==> config.mk <==
export PLATFORM = sky130hd
export DESIGN_NAME = tmfp_pins
export DESIGN_NICKNAME = d
export VERILOG_FILES = /design/src/rtl/tmfp_pkg.sv /design/src/rtl/tmfp_pins.sv /design/src/rtl/tmfp_pulse_timer.sv
export SDC_FILE = /design/constraint.sdc
export NUM_CORES = 1
export LEC_CHECK = 0
export BUFFER_PORTS_ARGS = -buffer_cell sky130_fd_sc_hd__clkbuf_2
export CAP_MARGIN = 40
export CORE_ASPECT_RATIO = 0.75
export CORE_MARGIN = 2
export CORE_UTILIZATION = 32
export CTS_BUF_LIST = sky130_fd_sc_hd__clkbuf_8
export DETAILED_ROUTE_END_ITERATION = 8
export PLACE_DENSITY_LB_ADDON = 0.2
export SLEW_MARGIN = 20
export SYNTH_ARGS = -nofsm -noshare
export SYNTH_HDL_FRONTEND = slang
export SYNTH_SLANG_ARGS = --single-unit
==> constraint.sdc <==
create_clock -name clk -period 3.64 [get_ports clk]
set_input_delay 0.182 -clock clk [delete_from_list [all_inputs] [get_ports clk]]
set_output_delay 0.182 -clock clk [all_outputs]
set_load 0.05 [all_outputs]
==> src/rtl/tmfp_pkg.sv <==
// Constants shared by the tuner multi-function pin block
`default_nettype none

package tmfp_pkg;
	// ------------------------------------------------------------
	// Clock and timing
	// ------------------------------------------------------------
	localparam int unsigned CLK_HZ = 25_000_000;
	localparam int unsigned CLK_PER_MS = CLK_HZ / 1000;
	localparam int unsigned POWERUP_TIME_MS = 110;
	localparam int unsigned POWERUP_CYCLES = POWERUP_TIME_MS * CLK_PER_MS;
	localparam int unsigned IRQ_PULSE_TIME_MS = 5;
	localparam int unsigned IRQ_PULSE_CYCLES = IRQ_PULSE_TIME_MS * CLK_PER_MS;
	localparam int unsigned CNT_W = 22;
	localparam logic [1:0] STRAP_WAIT = 2'h2;

	// ------------------------------------------------------------
	// Register bus
	// ------------------------------------------------------------
	localparam int unsigned ADDR_W = 8;
	localparam int unsigned DATA_W = 32;
	localparam logic [7:0] OFF_CTRL = 8'h00;
	localparam logic [7:0] OFF_PIN_CFG = 8'h04;
	localparam logic [7:0] OFF_STATUS = 8'h08;
	localparam logic [7:0] OFF_IRQ_STAT = 8'h0c;
	localparam logic [7:0] OFF_IRQ_CLR = 8'h10;
	localparam logic [7:0] OFF_IRQ_EN = 8'h14;

	// Control register fields
	localparam int unsigned CTRL_W = 4;
	localparam int unsigned CTRL_ENABLE = 0;
	localparam int unsigned CTRL_DISABLE = 1;
	localparam int unsigned CTRL_TUNE_IRQ = 2;
	localparam int unsigned CTRL_RDS_IRQ = 3;
	localparam logic [3:0] CTRL_RESET = 4'h0;

	// Pin configuration: two bits per pin in the low six bits
	localparam int unsigned PIN_N = 3;
	localparam int unsigned PIN_CFG_W = 6;
	localparam logic [5:0] PIN_CFG_RESET = 6'h00;
	localparam logic [1:0] FN_HIZ = 2'h0;
	localparam logic [1:0] FN_SPECIAL = 2'h1;
	localparam logic [1:0] FN_LOW = 2'h2;
	localparam logic [1:0] FN_HIGH = 2'h3;

	// Status register fields
	localparam int unsigned ST_PINS = 0;
	localparam int unsigned ST_STRAPS = 3;
	localparam int unsigned ST_STRAP_DONE = 5;
	localparam int unsigned ST_POWERED = 6;
	localparam int unsigned ST_TUNE_FLAG = 7;

	// Interrupt status, clear and enable layout
	localparam int unsigned IRQ_W = 3;
	localparam int unsigned IRQ_TUNE = 0;
	localparam int unsigned IRQ_POWERUP = 1;
	localparam int unsigned IRQ_RDS = 2;
	localparam logic [2:0] IRQ_RESET = 3'h0;

	// Power state
	typedef enum logic [2:0]
	{
		PWR_OFF = 3'b001,
		PWR_WAKE = 3'b010,
		PWR_ON = 3'b100
	} tmfp_pwr_e;
endpackage : tmfp_pkg

`default_nettype wire

==> src/rtl/tmfp_pins.sv <==
// Multi-function pins of the tuner: straps, general I/O, interrupt and stereo outputs
`default_nettype none

module tmfp_pins
	import tmfp_pkg::*;
#(
	parameter int unsigned POWERUP_CNT = tmfp_pkg::POWERUP_CYCLES,
	parameter int unsigned IRQ_PULSE_CNT = tmfp_pkg::IRQ_PULSE_CYCLES
) (
	input wire logic clk,
	input wire logic reset,
	input wire logic [tmfp_pkg::ADDR_W-1:0] addr,
	input wire logic [tmfp_pkg::DATA_W-1:0] wdata,
	input wire logic wr,
	input wire logic rd,
	output logic [tmfp_pkg::DATA_W-1:0] rdata,
	input wire logic multi_pin_one_in,
	output logic multi_pin_one_out,
	output logic multi_pin_one_oe,
	input wire logic multi_pin_two_irq_in,
	output logic multi_pin_two_irq_out,
	output logic multi_pin_two_irq_oe,
	input wire logic multi_pin_three_stereo_in,
	output logic multi_pin_three_stereo_out,
	output logic multi_pin_three_stereo_oe,
	output logic pin_three_pull_down_en,
	output logic [1:0] bus_mode_straps,
	output logic bus_mode_valid,
	input wire logic tune_done_set,
	input wire logic tune_done_ack,
	input wire logic rds_ready_set,
	input wire logic stereo_ind,
	output logic tune_done_flag,
	output logic powered_up,
	output logic irq
);
	import tmfp_pkg::*;

	// ------------------------------------------------------------
	// State
	// ------------------------------------------------------------
	logic [PIN_N-1:0] pin_in, pin_sync1_reg, pin_sync2_reg;
	logic [CTRL_W-1:0] ctrl_reg, ctrl_next;
	logic [PIN_CFG_W-1:0] pin_cfg_reg, pin_cfg_next;
	logic [IRQ_W-1:0] irq_en_reg, irq_en_next;
	logic [IRQ_W-1:0] irq_stat_reg, irq_stat_next;
	logic tune_flag_reg, tune_flag_next;
	logic [1:0] strap_reg, strap_next;
	logic [1:0] strap_cnt_reg, strap_cnt_next;
	logic strap_done_reg, strap_done_next;
	logic pull_down_reg, pull_down_next;
	tmfp_pwr_e pwr_reg, pwr_next;
	logic [DATA_W-1:0] rdata_reg, rdata_next;
	logic [PIN_N-1:0] pin_out_reg, pin_out_next, pin_oe_reg, pin_oe_next;
	logic [PIN_N-1:0] spec_out, spec_oe;
	logic [PIN_N-1:0] status_pins;
	logic wr_ctrl, wr_cfg, wr_clr, wr_en, enable_rise;
	logic pwr_start, pwr_abort, pwr_done;
	logic pulse_start, pulse_busy, tune_event, irq_src;

	assign pin_in = {multi_pin_three_stereo_in, multi_pin_two_irq_in, multi_pin_one_in};

	// ------------------------------------------------------------
	// Pin input synchronisers
	// ------------------------------------------------------------
	always_ff @(posedge clk or posedge reset)
	begin
		if (reset)
		begin
			pin_sync1_reg <= '0;
			pin_sync2_reg <= '0;
		end
		else
		begin
			pin_sync1_reg <= pin_in;
			pin_sync2_reg <= pin_sync1_reg;
		end
	end

	assign status_pins = pin_sync2_reg;

	// ------------------------------------------------------------
	// Bus mode straps and reset pull-down
	// ------------------------------------------------------------
	always_comb
	begin
		strap_next = strap_reg;
		strap_cnt_next = strap_cnt_reg;
		strap_done_next = strap_done_reg;
		pull_down_next = 1'b0;
		if (!strap_done_reg)
		begin
			if (strap_cnt_reg == STRAP_WAIT)
			begin
				strap_next = {pin_sync2_reg[2], pin_sync2_reg[0]};
				strap_done_next = 1'b1;
			end
			else
			begin
				strap_cnt_next = strap_cnt_reg + 2'h1;
			end
		end
	end

	always_ff @(posedge clk or posedge reset)
	begin
		if (reset)
		begin
			strap_reg <= 2'h0;
			strap_cnt_reg <= 2'h0;
			strap_done_reg <= 1'b0;
			pull_down_reg <= 1'b1;
		end
		else
		begin
			strap_reg <= strap_next;
			strap_cnt_reg <= strap_cnt_next;
			strap_done_reg <= strap_done_next;
			pull_down_reg <= pull_down_next;
		end
	end

	// ------------------------------------------------------------
	// Register writes
	// ------------------------------------------------------------
	assign wr_ctrl = wr && addr == OFF_CTRL;
	assign wr_cfg = wr && addr == OFF_PIN_CFG;
	assign wr_clr = wr && addr == OFF_IRQ_CLR;
	assign wr_en = wr && addr == OFF_IRQ_EN;
	assign enable_rise = wr_ctrl && wdata[CTRL_ENABLE] && !ctrl_reg[CTRL_ENABLE];
	assign tune_event = tune_done_set && !tune_flag_reg;

	always_comb
	begin
		ctrl_next = wr_ctrl ? wdata[CTRL_W-1:0] : ctrl_reg;
		pin_cfg_next = wr_cfg ? wdata[PIN_CFG_W-1:0] : pin_cfg_reg;
		irq_en_next = wr_en ? wdata[IRQ_W-1:0] : irq_en_reg;
		irq_stat_next = irq_stat_reg;
		if (wr_clr)
		begin
			irq_stat_next = irq_stat_reg & ~wdata[IRQ_W-1:0];
		end
		if (tune_event)
		begin
			irq_stat_next[IRQ_TUNE] = 1'b1;
		end
		if (pwr_done)
		begin
			irq_stat_next[IRQ_POWERUP] = 1'b1;
		end
		if (rds_ready_set)
		begin
			irq_stat_next[IRQ_RDS] = 1'b1;
		end
		tune_flag_next = tune_flag_reg;
		if (tune_done_set)
		begin
			tune_flag_next = 1'b1;
		end
		else if (tune_done_ack)
		begin
			tune_flag_next = 1'b0;
		end
	end

	always_ff @(posedge clk or posedge reset)
	begin
		if (reset)
		begin
			ctrl_reg <= CTRL_RESET;
			pin_cfg_reg <= PIN_CFG_RESET;
			irq_en_reg <= IRQ_RESET;
			irq_stat_reg <= IRQ_RESET;
			tune_flag_reg <= 1'b0;
		end
		else
		begin
			ctrl_reg <= ctrl_next;
			pin_cfg_reg <= pin_cfg_next;
			irq_en_reg <= irq_en_next;
			irq_stat_reg <= irq_stat_next;
			tune_flag_reg <= tune_flag_next;
		end
	end

	// ------------------------------------------------------------
	// Powerup sequence
	// ------------------------------------------------------------
	always_comb
	begin
		pwr_next = pwr_reg;
		pwr_start = 1'b0;
		pwr_abort = 1'b0;
		unique case (pwr_reg)
			PWR_OFF:
			begin
				if (enable_rise && !wdata[CTRL_DISABLE])
				begin
					pwr_next = PWR_WAKE;
					pwr_start = 1'b1;
				end
			end
			PWR_WAKE:
			begin
				if (ctrl_reg[CTRL_DISABLE] || !ctrl_reg[CTRL_ENABLE])
				begin
					pwr_next = PWR_OFF;
					pwr_abort = 1'b1;
				end
				else if (pwr_done)
				begin
					pwr_next = PWR_ON;
				end
			end
			PWR_ON:
			begin
				if (ctrl_reg[CTRL_DISABLE] || !ctrl_reg[CTRL_ENABLE])
				begin
					pwr_next = PWR_OFF;
				end
			end
			default:
			begin
				pwr_next = PWR_OFF;
			end
		endcase
	end

	always_ff @(posedge clk or posedge reset)
	begin
		if (reset)
		begin
			pwr_reg <= PWR_OFF;
		end
		else
		begin
			pwr_reg <= pwr_next;
		end
	end

	tmfp_pulse_timer #(
		.CNT_W(CNT_W),
		.COUNT(POWERUP_CNT)
	) u_pwr_timer (
		.clk(clk),
		.reset(reset),
		.start(pwr_start),
		.abort(pwr_abort),
		.busy(),
		.done(pwr_done)
	);

	// ------------------------------------------------------------
	// Interrupt pulse on pin two
	// ------------------------------------------------------------
	assign irq_src = (tune_event && ctrl_reg[CTRL_TUNE_IRQ])
		|| (rds_ready_set && ctrl_reg[CTRL_RDS_IRQ]);
	assign pulse_start = irq_src && pin_cfg_reg[3:2] == FN_SPECIAL
		&& pwr_reg == PWR_ON && !pulse_busy;

	tmfp_pulse_timer #(
		.CNT_W(CNT_W),
		.COUNT(IRQ_PULSE_CNT)
	) u_irq_timer (
		.clk(clk),
		.reset(reset),
		.start(pulse_start),
		.abort(1'b0),
		.busy(pulse_busy),
		.done()
	);

	// ------------------------------------------------------------
	// Pin drivers
	// ------------------------------------------------------------
	assign spec_out = {stereo_ind, !pulse_busy, 1'b0};
	assign spec_oe = {1'b1, 1'b1, 1'b0};

	for (genvar i = 0; i < PIN_N; i++)
	begin : g_pin
		always_comb
		begin
			pin_out_next[i] = 1'b0;
			pin_oe_next[i] = 1'b0;
			unique case (pin_cfg_reg[2*i +: 2])
				FN_HIZ:
				begin
					pin_oe_next[i] = 1'b0;
				end
				FN_SPECIAL:
				begin
					pin_out_next[i] = spec_out[i];
					pin_oe_next[i] = spec_oe[i];
				end
				FN_LOW:
				begin
					pin_oe_next[i] = 1'b1;
				end
				FN_HIGH:
				begin
					pin_out_next[i] = 1'b1;
					pin_oe_next[i] = 1'b1;
				end
			endcase
		end
	end

	always_ff @(posedge clk or posedge reset)
	begin
		if (reset)
		begin
			pin_out_reg <= '0;
			pin_oe_reg <= '0;
		end
		else
		begin
			pin_out_reg <= pin_out_next;
			pin_oe_reg <= pin_oe_next;
		end
	end

	// ------------------------------------------------------------
	// Register reads
	// ------------------------------------------------------------
	always_comb
	begin
		rdata_next = '0;
		if (rd)
		begin
			unique case (addr)
				OFF_CTRL: rdata_next[CTRL_W-1:0] = ctrl_reg;
				OFF_PIN_CFG: rdata_next[PIN_CFG_W-1:0] = pin_cfg_reg;
				OFF_STATUS:
				begin
					rdata_next[ST_PINS +: PIN_N] = status_pins;
					rdata_next[ST_STRAPS +: 2] = strap_reg;
					rdata_next[ST_STRAP_DONE] = strap_done_reg;
					rdata_next[ST_POWERED] = pwr_reg == PWR_ON;
					rdata_next[ST_TUNE_FLAG] = tune_flag_reg;
				end
				OFF_IRQ_STAT: rdata_next[IRQ_W-1:0] = irq_stat_reg;
				OFF_IRQ_EN: rdata_next[IRQ_W-1:0] = irq_en_reg;
				default: rdata_next = '0;
			endcase
		end
	end

	always_ff @(posedge clk or posedge reset)
	begin
		if (reset)
		begin
			rdata_reg <= '0;
		end
		else
		begin
			rdata_reg <= rdata_next;
		end
	end

	// ------------------------------------------------------------
	// Outputs
	// ------------------------------------------------------------
	assign rdata = rdata_reg;
	assign {multi_pin_three_stereo_out, multi_pin_two_irq_out, multi_pin_one_out} = pin_out_reg;
	assign {multi_pin_three_stereo_oe, multi_pin_two_irq_oe, multi_pin_one_oe} = pin_oe_reg;
	assign pin_three_pull_down_en = pull_down_reg;
	assign bus_mode_straps = strap_reg;
	assign bus_mode_valid = strap_done_reg;
	assign tune_done_flag = tune_flag_reg;
	assign powered_up = pwr_reg == PWR_ON;
	assign irq = |(irq_stat_reg & irq_en_reg);
endmodule : tmfp_pins

`default_nettype wire

==> src/rtl/tmfp_pulse_timer.sv <==
// One-shot cycle timer used for the powerup wait and the interrupt pulse
`default_nettype none

module tmfp_pulse_timer #(
	parameter int unsigned CNT_W = 22,
	parameter int unsigned COUNT = 2
) (
	input wire logic clk,
	input wire logic reset,
	input wire logic start,
	input wire logic abort,
	output logic busy,
	output logic done
);
	// ------------------------------------------------------------
	// Elaboration check
	// ------------------------------------------------------------
	if (COUNT < 1 || COUNT > (2 ** CNT_W))
	begin : g_bad
		$error("timer count does not fit the counter");
	end

	localparam logic [CNT_W-1:0] LOAD = CNT_W'(COUNT - 1);

	logic [CNT_W-1:0] cnt_reg, cnt_next;
	logic busy_reg, busy_next;

	// ------------------------------------------------------------
	// Counter
	// ------------------------------------------------------------
	always_comb
	begin
		cnt_next = cnt_reg;
		busy_next = busy_reg;
		done = 1'b0;
		if (abort)
		begin
			busy_next = 1'b0;
		end
		else if (start)
		begin
			cnt_next = LOAD;
			busy_next = 1'b1;
		end
		else if (busy_reg)
		begin
			if (cnt_reg == '0)
			begin
				busy_next = 1'b0;
				done = 1'b1;
			end
			else
			begin
				cnt_next = cnt_reg - CNT_W'(1);
			end
		end
	end

	always_ff @(posedge clk or posedge reset)
	begin
		if (reset)
		begin
			cnt_reg <= '0;
			busy_reg <= 1'b0;
		end
		else
		begin
			cnt_reg <= cnt_next;
			busy_reg <= busy_next;
		end
	end

	assign busy = busy_reg;
endmodule : tmfp_pulse_timer

`default_nettype wire

; Word-level counts from Yosys, hierarchy flattened
; Cells that the tools add are included.
; Widths: inputs -> output; s select.
[word_totals]
regBits = 116
latch_bits = 0
mem_bits_rw = 0
romBits = 0
inputBits = 51
output_inout_bits = 45
elab_cells = 139
n_memories = 0
[op_classes]
add_sub_neg = 3
n_mul = 0
div = 0
n_lt_le_gt_ge = 0
n_eq_ne = 23
n_shift = 0
n_mux = 45
bitwise = 6
reduce_logical = 41
[ops]
columns = operator, n
row1 = $mux 22, 6
row2 = $logic_not 22->1, 2
row3 = $sub 22x1->22 const B, 2
row4 = $mux 1, 23
row5 = $eq 8x4->1 const B, 2
row6 = $eq 8x5->1 const B, 2
row7 = $mux 3, 5
row8 = $pmux 3 s5, 1
row9 = $eq 2x2->1 const B, 7
row10 = $logic_and 1x1->1, 13
row11 = $reduce_bool 2->1, 6
row12 = $pmux 1 s2, 5
row13 = $pmux 3 s3, 1
row14 = $reduce_or 3->1, 3
row15 = $eq 8x3->1 const B, 1
row16 = $logic_not 8->1, 1
row17 = $mux 8, 1
row18 = $and 3x3->3, 2
row19 = $eq 2x1->1 const B, 3
row20 = $logic_not 2->1, 3
row21 = $ne 2x2->1 const B, 3
row22 = $reduce_and 2->1, 3
row23 = $reduce_and 3->1, 2
row24 = $logic_not 1->1, 4
row25 = other kinds (13), 17

; Logic depth before layout (Yosys ltp)
; Gate-level depths: netlist of run 1.
[depth]
word_depth = 12
depth_mapped = 7
mapped_depth_nobuf = 7

; Hierarchy
; A second synthesis of run 1 with hierarchy kept.
[unflattened]
cells_unflattened = 455
area_unflattened_um2 = 4810.9
[modules_own_cells]
columns = module, n_inst, cells_per_inst, area_per_inst_um2, seq_area_each_um2
row1 = tmfp_pins, 1, 181, 2190.9, 1153.6
row2 = tmfp_pulse_timer at u_pwr_timer, 1, 141, 1345.0, 575.6
row3 = tmfp_pulse_timer at u_irq_timer, 1, 133, 1275.0, 575.6

; Worst setup path before layout of run 1
; OpenSTA, ideal clock, no wires.
[synth_timing]
path_kind = flip-flop to flip-flop
startpoint = reg u_irq_timer.cnt_reg[2]
endpoint = reg u_irq_timer.cnt_reg[11]
setup_ns = 0.146
t_arrival_ns = 1.955
required_time_ns = 3.494
path_slack_ns = 1.539
stages_incl_launch_ff = 7
n_path_buf = 1
synth_period_minus_slack_ns = 2.101
cell_sequence = dfrtp_1 > or4b_1 > or3_1 > a31o_1 > buf_2 > o41ai_1 > o211ai_1
[synth_between]
elab_chain_cells = 4
elab_cells_between_ends = 7
classes_between = 1 x add/sub / 1 x eq/ne / 3 x mux / 2 x reduce/logical
[synth_lines]
columns = element, line
row1 = start: declaration, tmfp_pulse_timer.sv:25  ; logic [CNT_W-1:0] cnt_reg, cnt_next;
row2 = start signal: assignment, tmfp_pulse_timer.sv:68  ; cnt_reg <= cnt_next;
row3 = $sub 22x1->22, tmfp_pulse_timer.sv:54  ; cnt_next = cnt_reg - CNT_W'(1);
row4 = $mux 22, tmfp_pulse_timer.sv:47  ; if (cnt_reg == '0)
row5 = $mux 22, tmfp_pulse_timer.sv:45  ; else if (busy_reg)
row6 = $mux 22, tmfp_pulse_timer.sv:40  ; else if (start)
; Parallel ways exist; a longest one is shown, timed or not. The select of a mux whose other input is x is not followed.
; A chain may end at the register's enable or synchronous reset.

; Worst setup path in the final report of run 1
[layout_timing]
startpoint = reg pwr_reg[1]
endpoint = reg u_pwr_timer.cnt_reg[15]
[layout_between]
elab_chain_cells = 4
elab_cells_between_ends = 9
classes_between = 3 x eq/ne / 3 x mux / 1 x bitwise / 2 x reduce/logical
[layout_lines]
columns = element, line
row1 = start: declaration, tmfp_pins.sv:52  ; tmfp_pwr_e pwr_reg, pwr_next;
row2 = start signal: assignment, tmfp_pins.sv:237  ; pwr_reg <= pwr_next;
row3 = $eq 3x1->1 / $eq 3x2->1 (equally long branches), tmfp_pins.sv:194  ; unique case (pwr_reg)
row4 = $mux 1, tmfp_pins.sv:194
row5 = "$ne 2x2->1 (no line), or another cell as far along", --
row6 = $reduce_and 3->1 (no line), --
row7 = end signal: assignment, tmfp_pulse_timer.sv:68
row8 = end: declaration, tmfp_pulse_timer.sv:25
; Parallel ways exist; a longest one is shown, timed or not.

==> results of run 1 <==
cell usage in the layout (no fill, tap or decap), types with 12 or more instances in the layout:
cell and instances:
sky130_fd_sc_hd__nand3_1 19, sky130_fd_sc_hd__inv_1 12, sky130_fd_sc_hd__clkbuf_2 45, sky130_fd_sc_hd__a21oi_1 16, sky130_fd_sc_hd__or3_1 13, sky130_fd_sc_hd__o21ai_0 13
sky130_fd_sc_hd__nand2_1 33, sky130_fd_sc_hd__dfrtp_1 90, sky130_fd_sc_hd__conb_1 25, sky130_fd_sc_hd__mux2_2 18, sky130_fd_sc_hd__nor3_1 12, sky130_fd_sc_hd__nor2_1 25
sky130_fd_sc_hd__nor4_1 12
worst max-delay path, stage by stage, from the launching register on:
cell and delay, ns:
sky130_fd_sc_hd__dfrtp_1 0.44, sky130_fd_sc_hd__or3b_2 0.51, sky130_fd_sc_hd__o211ai_1 0.58, sky130_fd_sc_hd__a211oi_1 0.22, sky130_fd_sc_hd__buf_2 0.23, sky130_fd_sc_hd__and3_1 0.18
sky130_fd_sc_hd__o21ai_0 0.17
cells by family after synthesis:
kind of cell / Yosys count
flops: 92
simple gates: 168
other cells: 1
fa+ha+maj: 4
buf+inv: 47
compound gates: 77
mux: 27
xor+xnor: 9
worst max-delay path by stage:
stage,start,to,slack [ns],cells after the start
floorplan,reset,bus_mode_straps[0],1.07,1
global placement,u_pwr_timer.cnt_reg[4],u_pwr_timer.cnt_reg[21],1.14,5
detailed placement,u_irq_timer.cnt_reg[12],u_irq_timer.cnt_reg[13],1.26,5
CTS,u_pwr_timer.cnt_reg[4],u_pwr_timer.cnt_reg[15],1.26,6
global route,pwr_reg[1],u_pwr_timer.cnt_reg[15],1.0,6
finish,pwr_reg[1],u_pwr_timer.cnt_reg[15],1.21,6
metrics by stage:
step	power, uW	util (%)	std cells
2_1_floorplan	1376	-	449
3_3_place_gp	1424	35.19	637
3_5_place_dp	1430	35.37	639
4_1_cts	2085	37.10	661
5_1_grt	2166	37.10	661
6_report	2060	37.10	661
cell type report:
| class | count | area (sq um) |
|---|---|---|
| well taps | 175 | 219.0 |
| clock inverters | 7 | 51.30 |
| clock buffers | 9 | 123.9 |
| fillers | 1345 | 8591 |
| flip-flops and latches | 92 | 2305 |
| inverters | 12 | 46.29 |
| repair buffers | 56 | 332.8 |
| multi-input cells | 310 | 1988 |
report_power, final:
group          internal (uW)  switching, uW  leakage, uW  total [uW]
registers               1080           58.0      0.00106        1140
logic                   97.5            185     0.000974         282
clock network            255            387    0.0000922         642
metal layers:
layer,up-vias,routed length (microns)
met4,0,70
met5,-,0
met1,1645,5366
met3,6,308
met2,61,4082
li1,1626,-
timing repair:
action	CTS	global route
buffers inserted	0	0
setup endpoints to repair	0	0
hold buffers	6	0
hold endpoints to repair	95	0
gates resized for setup	0	0
==> run summary, run 1 <==
• **leakage dissipation** 0.002129 uW
• **global-route met3 utilization** 3.288%
• **capture instance of the worst register-to-register path** u_pwr_timer.cnt_reg[15]
• **worst setup slack before clock tree synthesis** 1.260 ns
• **global routing's busiest layer** met1
• **total number of yosys warnings** 0
• **Chip Width** 140.4 microns
• **Fin Hold WS** 0.01995 ns
• **result of the run** completed
• **leading cell type by number of instances after synthesis** sky130_fd_sc_hd__dfrtp_1
• **portion of netlist area occupied by mux cells** 6.556%
• **core region area** 13660 sq um
• **WP data required** 3.90 ns
• **total number of vias** 3338
• **Cell Rows** 37
• **Hold Violations, Final** 0
• **layout cells sized above 1** 19.96%
• **crit start category** register
• **combined area of all synthesized cells** 4466 sq um
• **unrepaired setup endpoints after global routing** no
• **initial standard-cell utilization of the core** 32.70%
• **final worst slack** 1.214 ns
• **leading post-synthesis cells by cell area** sky130_fd_sc_hd__dfrtp_1 (50%), sky130_fd_sc_hd__mux2_2 (4.5%), sky130_fd_sc_hd__buf_4 (4.0%)
• **initial detailed-routing violation count** 264
• **final number of max-transition violations** 0
• **buffer cell driving the clock tree root** sky130_fd_sc_hd__clkbuf_8
• **post-synthesis cell count** 425
• **CTS sink count** 92
• **clock transition at the register clock pins on the worst setup and hold paths after CTS** 0.09 ns
• **commonest cells in the netlist** sky130_fd_sc_hd__dfrtp_1 (90), sky130_fd_sc_hd__nand2_1 (33), sky130_fd_sc_hd__nor2_1 (25)
• **number of detailed-route iterations in the first pass** 5
• **cts bufs inserted** 9
• **basic-gate share of the synthesized area counting and, or, nand and nor cells** 20.82%
• **Worst EP arrival** 2.69 ns
• **maximum clock frequency** 0.4123 GHz
• **internal reg-to-reg setup slack** 1.21 ns
• **Die H** 106.3 microns
• **global-route met1 utilization** 21.50%
• **GR Util met2** 19.22%
• **Slew @ Worst Pin** 0.8180 ns
• **terminating pin of the worst hold path** pin_out_reg[2]
• **fin crit period** 2.426 ns
• **DRC Markers** 0
• **share of flip-flops with an asynchronous set or reset after synthesis** 100.0%
• **TNS Setup** 0 ns
• **# nets final** 536
• **HP Class** primary input to register
• **number of maximum-capacitance violations** 0
• **Detail Route Antenna Nets** 0
• **Power per Cell Area** 406.7 nW/um^2
• **global-route wire length before repair** 16.57 mm
• **Cell Area, Placed** 4831 sq um
• **Worst Clk Skew** 0.01744 ns
• **reg-to-reg critical path startpoint** pwr_reg[1]
• **GRT overflow** 0
• **headroom to the max-slew limit** 44.73%
• **number of failing setup endpoints in the final timing report** 0
• **post-synthesis share of cell area spent on full adders, half adders and majority gates** 1.121%
• **diode count** 0
• **hpwl dp** 7.029 mm
• **Worst-Skew Late Latency** 0.37 ns
• **number of global-route vias before repair** 3189
• **hold path cells** 2
• **post-synth top area share** 50.43%
• **average cell area after synthesis** 10.51 sq um
• **category of the critical setup timing path** register to register
• **share of the synthesized netlist area taken by xor and xnor gates** 1.765%
• **largest net degree at the start of global routing** 42
• **antenna violations before repair** 0
• **clock tree from TritonCTS** built
• **PortBufs** 45
• **cell area after layout** 5066 sq um
• **I/O pin total** 96
• **number of library cell types mapped by synthesis** 62
• **Via-to-Cell Ratio** 5.050
• **count of cells along the worst register-to-register path** 6
• **die area** 14930 sq um
• **H-Tree Level Count** 3
• **Worst Setup End Kind** register
• **CTS max path bufs** 2
• **Final Cycle Share** 66.64%
• **count of flip-flops with a built-in enable after synthesis** 0
• **VDD IR max** 167.5 uV
• **fraction of the yosys area taken by sequential cells** 51.61%
• **Top FF cell, synth** sky130_fd_sc_hd__dfrtp_1
• **area leader, netlist** sky130_fd_sc_hd__dfrtp_1
• **post-DR wirelength/cell** 14.87 microns
• **total length of routed wires** 9.828 mm
• **area growth from synthesis to layout** 13.45%
• **top fanout value on the critical path** 8
• **dominant combinational cell family by area after synthesis** simple AND/OR/NAND/NOR gates
• **GP Congestion** 0.7958
• **overall routing resource usage** 13.87%
• **post-synthesis sequential element count** 92
• **hold path startpoint** stereo_ind
• **post-synthesis compound-gate area fraction** 12.02%
No activity file was read; power rests on OpenSTA's default activity.
==> run 2: changes to the inputs <==
ABC_AREA = 1   (was default)
clock period = 2.22 ns   (was 3.64 ns; I/O delays follow)
==> run summary, run 2 <==
• **result of the run** completed, unchanged
• **headroom to the max-slew limit** 54.58%, was 44.73%
• **count of hold-fix buffers inserted at cts** 13, was 6
• **number of maximum-capacitance violations** 0, unchanged
• **post-synth top area share** 43.47%, was 50.43%
• **count of flip-flops with a built-in enable after synthesis** 0, unchanged
• **GP Congestion** 0.9024, was 0.7958
• **die area** 17240 sq um, was 14930 sq um
• **clock transition at the register clock pins on the worst setup and hold paths after CTS** 0.10 ns, was 0.09 ns
• **hpwl dp** 9.274 mm, was 7.029 mm
• **crit start category** register, unchanged
• **Detail Route Antenna Nets** 0, unchanged
• **overall routing resource usage** 15.50%, was 13.87%
• **largest net degree at the start of global routing** 43, was 42
• **Power per Cell Area** 628.6 nW/um^2, was 406.7 nW/um^2
• **cts bufs inserted** 9, unchanged
• **fin crit period** 1.929 ns, was 2.426 ns
• **WP data required** 2.47 ns, was 3.90 ns
• **Top FF cell, synth** sky130_fd_sc_hd__dfrtp_1, unchanged
• **category of the critical setup timing path** register to register, unchanged
• **Worst Clk Skew** 0.01673 ns, was 0.01744 ns
• **unrepaired setup endpoints after global routing** no, unchanged
• **most common cell after layout, fill and taps aside** sky130_fd_sc_hd__nand2_1, was sky130_fd_sc_hd__dfrtp_1
• **total number of vias** 4358, was 3338
• **CTS sink count** 92, unchanged
• **Chip Width** 150.9 microns, was 140.4 microns
• **Via-to-Cell Ratio** 4.530, was 5.050
• **Die H** 114.2 microns, was 106.3 microns
• **final worst slack** 0.2912 ns, was 1.214 ns
• **commonest cells in the netlist** sky130_fd_sc_hd__nand2_1 (183), sky130_fd_sc_hd__nor2_1 (103), sky130_fd_sc_hd__dfrtp_1 (90), was sky130_fd_sc_hd__dfrtp_1 (90), sky130_fd_sc_hd__nand2_1 (33), sky130_fd_sc_hd__nor2_1 (25)
• **fraction of the yosys area taken by sequential cells** 44.48%, was 51.61%
• **maximum clock frequency** 0.5185 GHz, was 0.4123 GHz
• **area leader, netlist** sky130_fd_sc_hd__dfrtp_1, unchanged
• **total number of yosys warnings** 0, unchanged
• **worst setup slack before clock tree synthesis** 0.2897 ns, was 1.260 ns
• **number of failing setup endpoints in the final timing report** 0, unchanged
• **global-route wire length before repair** 21.26 mm, was 16.57 mm
• **cells resized by post-CTS repair** 0, unchanged
• **area growth from synthesis to layout** 14.25%, was 13.45%
• **antenna violations before repair** 0, unchanged
• **post-CTS setup-driven buffer insertion count** 0, unchanged
• **layout cells sized above 1** 12.63%, was 19.96%
• **combined area of all synthesized cells** 5181 sq um, was 4466 sq um
• **GRT overflow** 0, unchanged
• **Slew @ Worst Pin** 0.6799 ns, was 0.8180 ns
• **final number of max-transition violations** 0, unchanged
• **leading cell type by number of instances after synthesis** sky130_fd_sc_hd__nand2_1, was sky130_fd_sc_hd__dfrtp_1
• **DRC Markers** 0, unchanged
• **number of global-route vias before repair** 4288, was 3189
• **post-DR wirelength/cell** 12.87 microns, was 14.87 microns
• **number of detailed-route iterations in the first pass** 4, was 5
• **TNS Setup** 0 ns, unchanged
• **H-Tree Level Count** 3, unchanged
• **Worst-Skew Late Latency** 0.37 ns, about the same
• **# nets final** 802, was 536
• **share of flip-flops with an asynchronous set or reset after synthesis** 100.0%, unchanged
• **Cell Rows** 40, was 37
• **CTS max path bufs** 2, unchanged
• **Worst EP arrival** 2.18 ns, was 2.69 ns
• **post-synthesis cell count** 683, was 425
• **leading post-synthesis cells by cell area** sky130_fd_sc_hd__dfrtp_1 (43%), sky130_fd_sc_hd__nand2_1 (13%), sky130_fd_sc_hd__nor2_1 (7.5%), was sky130_fd_sc_hd__dfrtp_1 (50%), sky130_fd_sc_hd__mux2_2 (4.5%), sky130_fd_sc_hd__buf_4 (4.0%)
• **highest-count cells in the layout ignoring fill and taps** sky130_fd_sc_hd__nand2_1 (183), sky130_fd_sc_hd__nor2_1 (103), sky130_fd_sc_hd__dfrtp_1 (90), sky130_fd_sc_hd__inv_1 (80), sky130_fd_sc_hd__nand3_1 (57), was sky130_fd_sc_hd__dfrtp_1 (90), sky130_fd_sc_hd__clkbuf_2 (45), sky130_fd_sc_hd__nand2_1 (33), sky130_fd_sc_hd__nor2_1 (25), sky130_fd_sc_hd__conb_1 (25)
• **Fin Hold WS** 0.01686 ns, was 0.01995 ns
• **Hold Violations, Final** 0, unchanged
• **Final Cycle Share** 86.88%, was 66.64%
• **I/O pin total** 96, unchanged
• **initial standard-cell utilization of the core** 32.56%, was 32.70%
• **clock tree from TritonCTS** built, unchanged
• **buffer cell driving the clock tree root** sky130_fd_sc_hd__clkbuf_8, unchanged
• **core region area** 15920 sq um, was 13660 sq um
• **number of library cell types mapped by synthesis** 39, was 62
• **total length of routed wires** 12.39 mm, was 9.828 mm
• **Worst Setup End Kind** register, unchanged
• **initial detailed-routing violation count** 270, was 264
• **post-synthesis sequential element count** 92, unchanged
• **HP Class** primary input to register, unchanged
• **diode count** 0, unchanged
• **number of inserted filler cells in the final layout** 1660, was 1345
• **average cell area after synthesis** 7.586 sq um, was 10.51 sq um
• **PortBufs** 45, unchanged
• **VDD IR max** 342.0 uV, was 167.5 uV
• **leakage dissipation** 0.002956 uW, was 0.002129 uW
• **top fanout value on the critical path** 19, was 8
==> run 2: changes by cell type in the layout (fill, tap and decap cells not counted), sizes merged, moves of 13 or more <==
cell,before,now
inv,16,85
mux2,18,1
nand2,33,187
nand3,19,60
nand4,1,20
nor2,25,110
nor4,13,0
o21ai,13,44
or3,13,0
==> run 2: cell type report <==
class / instances / area [sq um] / area share (%)
Clock inverter: 7 / 100.1 / 1.691
Multi-Input combinational cell: 497 / 2401 / 40.56
Clock buffer: 9 / 123.9 / 2.093
Sequential cell: 92 / 2305 / 38.93
Timing Repair Buffer: 63 / 405.4 / 6.848
Tap cell: 210 / 262.8 / 4.439
Inverter: 84 / 321.6 / 5.432
==> run 2: kinds of logic after synthesis <==
| logic type | after synthesis | synth area share (%) |
|---|---|---|
| AO/OA/AOI/OAI | 59 | 6.134 |
| XOR/XNOR | 15 | 2.536 |
| adder cells (fa/ha/maj) | 4 | 0.9660 |
| buffers and inverters | 118 | 10.92 |
| flip-flops | 92 | 44.48 |
| multiplexers | 1 | 0.2173 |
| other | 1 | 0.07238 |
| AND/OR/NAND/NOR | 393 | 34.68 |
==> run 2: critical path, stage by stage, from the launching register on <==
cell                      delay [ns]
sky130_fd_sc_hd__dfrtp_1        0.41
sky130_fd_sc_hd__inv_1          0.16
sky130_fd_sc_hd__ha_1           0.21
sky130_fd_sc_hd__nand2_1        0.13
sky130_fd_sc_hd__nor2_2         0.19
sky130_fd_sc_hd__nand3_1        0.11
sky130_fd_sc_hd__nand2_2        0.15
sky130_fd_sc_hd__nand2_4        0.16
sky130_fd_sc_hd__inv_2          0.17
sky130_fd_sc_hd__o21ai_0        0.11
==> run 2: final timing paths <==
check,startpoint,endpoint,slack [ns],depth (start not counted)
setup reg to reg,u_irq_timer.cnt_reg[0],u_irq_timer.cnt_reg[17],0.29,9
hold reg to reg,pin_sync1_reg[0],pin_sync2_reg[0],0.36,0
setup / recovery,u_irq_timer.cnt_reg[0],u_irq_timer.cnt_reg[17],0.29,9
max in group asynchronous,reset,pin_out_reg[1],1.11,4
min in group asynchronous,reset,rdata[6],0.39,3
hold / removal,wdata[2],ctrl_reg[2],0.02,3
==> run 2: stage by stage <==
step | total power (uW) | util [%] | std cells | cell area, sq um
CTS | 3768 | 37.19 | 962 | 5919
finish | 3721 | 37.19 | 962 | 5919
floorplan | 2336 | - | 707 | 5275
global route | 3919 | 37.19 | 962 | 5919
global placement | 2440 | 34.97 | 933 | 5565
detailed placement | 2450 | 34.97 | 933 | 5565
==> run 2: metal layers <==
metal  up-vias  GRT usage (%)  wire length (microns)
met2        81          22.67                   5124
met1      2023          23.58                   6663
met4         0          3.801                    117
li1       2244              -                      -
met5         -              0                      0
met3        10          2.789                    479
==> run 2: power breakdown <==
part           internal [uW]  total, uW  switching (uW)
Clock                    642       1290             645
Combinational            153        540             387
Sequential              1790       1890             106
Total                   2580       3720            1140
==> run 3: changes to the inputs <==
PLACE_DENSITY_LB_ADDON = default   (was 0.2)
==> run summary, run 3 (synthesis results as in run 2) <==
• **result of the run** completed, unchanged
• **final number of max-transition violations** 0, unchanged
• **NetSw** 1125 uW, was 1137 uW
• **Via-to-Cell Ratio** 4.454, was 4.530
• **number of maximum-capacitance violations** 0, unchanged
• **crit start category** register, unchanged
• **DRC Markers** 0, unchanged
• **I/O pin total** 96, unchanged
• **antenna violations before repair** 0, unchanged
• **area growth from synthesis to layout** 14.32%, was 14.25%
• **Final Cycle Share** 88.88%, was 86.88%
• **total number of vias** 4289, was 4358
• **proportion of power drawn by the clock network** 33.1%, was 34.6%
• **layout cells sized above 1** 12.88%, was 12.63%
• **Detail Route Antenna Nets** 0, unchanged
• **final design utilization** 37.22%, was 37.19%
• **# nets final** 803, was 802
• **buffer cell driving the clock tree root** sky130_fd_sc_hd__clkbuf_8, unchanged
• **CTS sink count** 92, unchanged
• **hpwl dp** 8.570 mm, was 9.274 mm
• **post-DR wirelength/cell** 12.15 microns, was 12.87 microns
• **TNS Setup** 0 ns, unchanged
• **total length of routed wires** 11.70 mm, was 12.39 mm
• **portion of total power attributed to sequential cells** 52.0%, was 50.9%
• **Die H** 114.2 microns, unchanged
• **Power per Cell Area** 612.8 nW/um^2, was 628.6 nW/um^2
• **GRT overflow** 0, unchanged
• **CTS max path bufs** 2, unchanged
• **global-route wire length before repair** 20.17 mm, was 21.26 mm
• **cts bufs inserted** 9, unchanged
• **Worst-Skew Late Latency** 0.37 ns, about the same
• **chain of cells forming the critical path** inv_1, ha_1, nand2_1, nor2_2, nand3_1, nand2_2, nand2_4, inv_2, nand2_1, o21ai_0, was inv_1, ha_1, nand2_1, nor2_2, nand3_1, nand2_2, nand2_4, inv_2, o21ai_0
• **clock transition at the register clock pins on the worst setup and hold paths after CTS** 0.10 ns, about the same
• **number of global-route vias before repair** 4005, was 4288
• **Cell Rows** 40, unchanged
• **overall routing resource usage** 14.76%, was 15.50%
• **maximum clock frequency** 0.5068 GHz, was 0.5185 GHz
• **VDD IR max** 351.7 uV, was 342.0 uV
• **most used cell along the critical path** sky130_fd_sc_hd__nand2_1
• **Chip Width** 150.9 microns, unchanged
• **category of the critical setup timing path** register to register, unchanged
• **headroom to the max-slew limit** 56.54%, was 54.58%
• **relative contribution of combinational cells to total power** 14.9%, was 14.5%
• **number of failing setup endpoints in the final timing report** 0, unchanged
• **initial detailed-routing violation count** 248, was 270
• **Slew @ Worst Pin** 0.6505 ns, was 0.6799 ns
• **switching part of the total power** 30.99%, was 30.57%
• **unrepaired setup endpoints after global routing** no, unchanged
• **top fanout value on the critical path** 19, unchanged
• **final total power** 3630 uW, was 3721 uW
• **initial standard-cell utilization of the core** 32.56%, unchanged
• **Hold Violations, Final** 0, unchanged
• **GP Congestion** 0.8456, was 0.9024
• **Worst EP arrival** 2.26 ns, was 2.18 ns
• **H-Tree Level Count** 3, unchanged
• **PortBufs** 45, unchanged
• **die area** 17240 sq um, unchanged
• **highest-count cells in the layout ignoring fill and taps** sky130_fd_sc_hd__nand2_1 (183), sky130_fd_sc_hd__nor2_1 (103), sky130_fd_sc_hd__dfrtp_1 (90), sky130_fd_sc_hd__inv_1 (79), sky130_fd_sc_hd__nand3_1 (57), was sky130_fd_sc_hd__nand2_1 (183), sky130_fd_sc_hd__nor2_1 (103), sky130_fd_sc_hd__dfrtp_1 (90), sky130_fd_sc_hd__inv_1 (80), sky130_fd_sc_hd__nand3_1 (57)
• **most common cell after layout, fill and taps aside** sky130_fd_sc_hd__nand2_1, unchanged
• **Worst Setup End Kind** register, unchanged
• **cells resized by post-CTS repair** 0, unchanged
• **slowest cell on the critical path** sky130_fd_sc_hd__dfrtp_1, unchanged
• **largest stage delay on the critical path** 0.40 ns, was 0.41 ns
• **Buf/Inv on CP** 2, unchanged
• **fin crit period** 1.973 ns, was 1.929 ns
• **core region area** 15920 sq um, unchanged
• **leakage dissipation** 0.002955 uW, was 0.002956 uW
• **diode count** 0, unchanged
• **largest net degree at the start of global routing** 38, was 43
• **clock tree from TritonCTS** built, unchanged
• **family with the most delay on the worst path** simple AND/OR/NAND/NOR gates, unchanged
• **HP Class** primary input to register, unchanged
• **number of detailed-route iterations in the first pass** 5, was 4
• **total internal power** 2505 uW, was 2584 uW
• **WP data required** 2.50 ns, was 2.47 ns
• **Worst Clk Skew** 0.01039 ns, was 0.01673 ns
• **number of inserted filler cells in the final layout** 1690, was 1660
## run 3: cell count changes in the layout (fill, tap and decap cells not counted)
cell,previous run,this run
sky130_fd_sc_hd__clkinv_2,0,1
sky130_fd_sc_hd__inv_1,80,79
sky130_fd_sc_hd__clkinvlp_4,2,3
sky130_fd_sc_hd__buf_12,1,2
sky130_fd_sc_hd__bufinv_16,2,1
sky130_fd_sc_hd__inv_6,0,1
sky130_fd_sc_hd__clkinv_4,2,0
sky130_fd_sc_hd__clkbuf_8,9,10
## run 3: final timing paths
path / startpoint / endpoint / slack (ns) / cells after the start
setup / recovery: u_irq_timer.cnt_reg[0] / u_irq_timer.cnt_reg[18] / 0.25 / 10
hold / removal: rd / rdata[4] / 0.05 / 3
setup reg to reg: u_irq_timer.cnt_reg[0] / u_irq_timer.cnt_reg[18] / 0.25 / 10
hold reg to reg: pin_sync1_reg[1] / pin_sync2_reg[1] / 0.35 / 0
max in group asynchronous: reset / pin_three_pull_down_en / 1.19 / 4
min in group asynchronous: reset / u_irq_timer.cnt_reg[10] / 0.37 / 3
## run 3: final cells by class
cell class / instances / area, sq um / area share [%]
clock inverter: 6 / 70.07 / 1.183
inverter: 84 / 321.6 / 5.429
sequential: 92 / 2305 / 38.91
tap: 210 / 262.8 / 4.436
multi-input combinational: 497 / 2401 / 40.54
timing repair buffer: 64 / 425.4 / 7.182
clock buffer: 10 / 137.6 / 2.324
## run 3: worst reg2reg max path, stage by stage, from the launching register on
cell and delay (ns):
sky130_fd_sc_hd__dfrtp_1 0.40, sky130_fd_sc_hd__inv_1 0.15, sky130_fd_sc_hd__ha_1 0.23, sky130_fd_sc_hd__nand2_1 0.13
sky130_fd_sc_hd__nor2_2 0.19, sky130_fd_sc_hd__nand3_1 0.11, sky130_fd_sc_hd__nand2_2 0.14, sky130_fd_sc_hd__nand2_4 0.17
sky130_fd_sc_hd__inv_2 0.20, sky130_fd_sc_hd__nand2_1 0.08, sky130_fd_sc_hd__o21ai_0 0.10
## run 3: power by group through the flow
stage / sequential (uW) / clock, uW / combinational (uW)
after floorplan: 1930 / 0 / 410
after global placement: 1920 / 0 / 520
after detailed placement: 1920 / 0 / 525
after CTS: 1890 / 1250 / 544
after global routing: 1910 / 1320 / 609
final: 1890 / 1200 / 540
## run 3: metal layers
metal,global-route usage [%],up-vias,wire length [microns]
met1,23.43,1961,6342
met3,3.506,10,475
met2,20.09,67,4781
met5,0,-,0
met4,2.991,0,102
li1,-,2251,-
## run 3: stage by stage
step                      cell area [sq um]  setup slack, ns  hold WS [ns]  instances
final                                  5923           0.2468       0.05026        963
after global routing                   5923          0.02622       0.03574        963
after CTS                              5923           0.2520       0.02754        963
after detailed placement               5585           0.3011        0.2207        934
after global placement                 5585           0.3168        0.2204        934
after floorplan                        5275           0.5100        0.1424        707
## run 3: timing repair
item,4_1_cts,5_1_grt
setup buffers,0,0
hold buffers,13,0
hold endpoints to repair,36,0
endpoints found under the setup margin,0,0
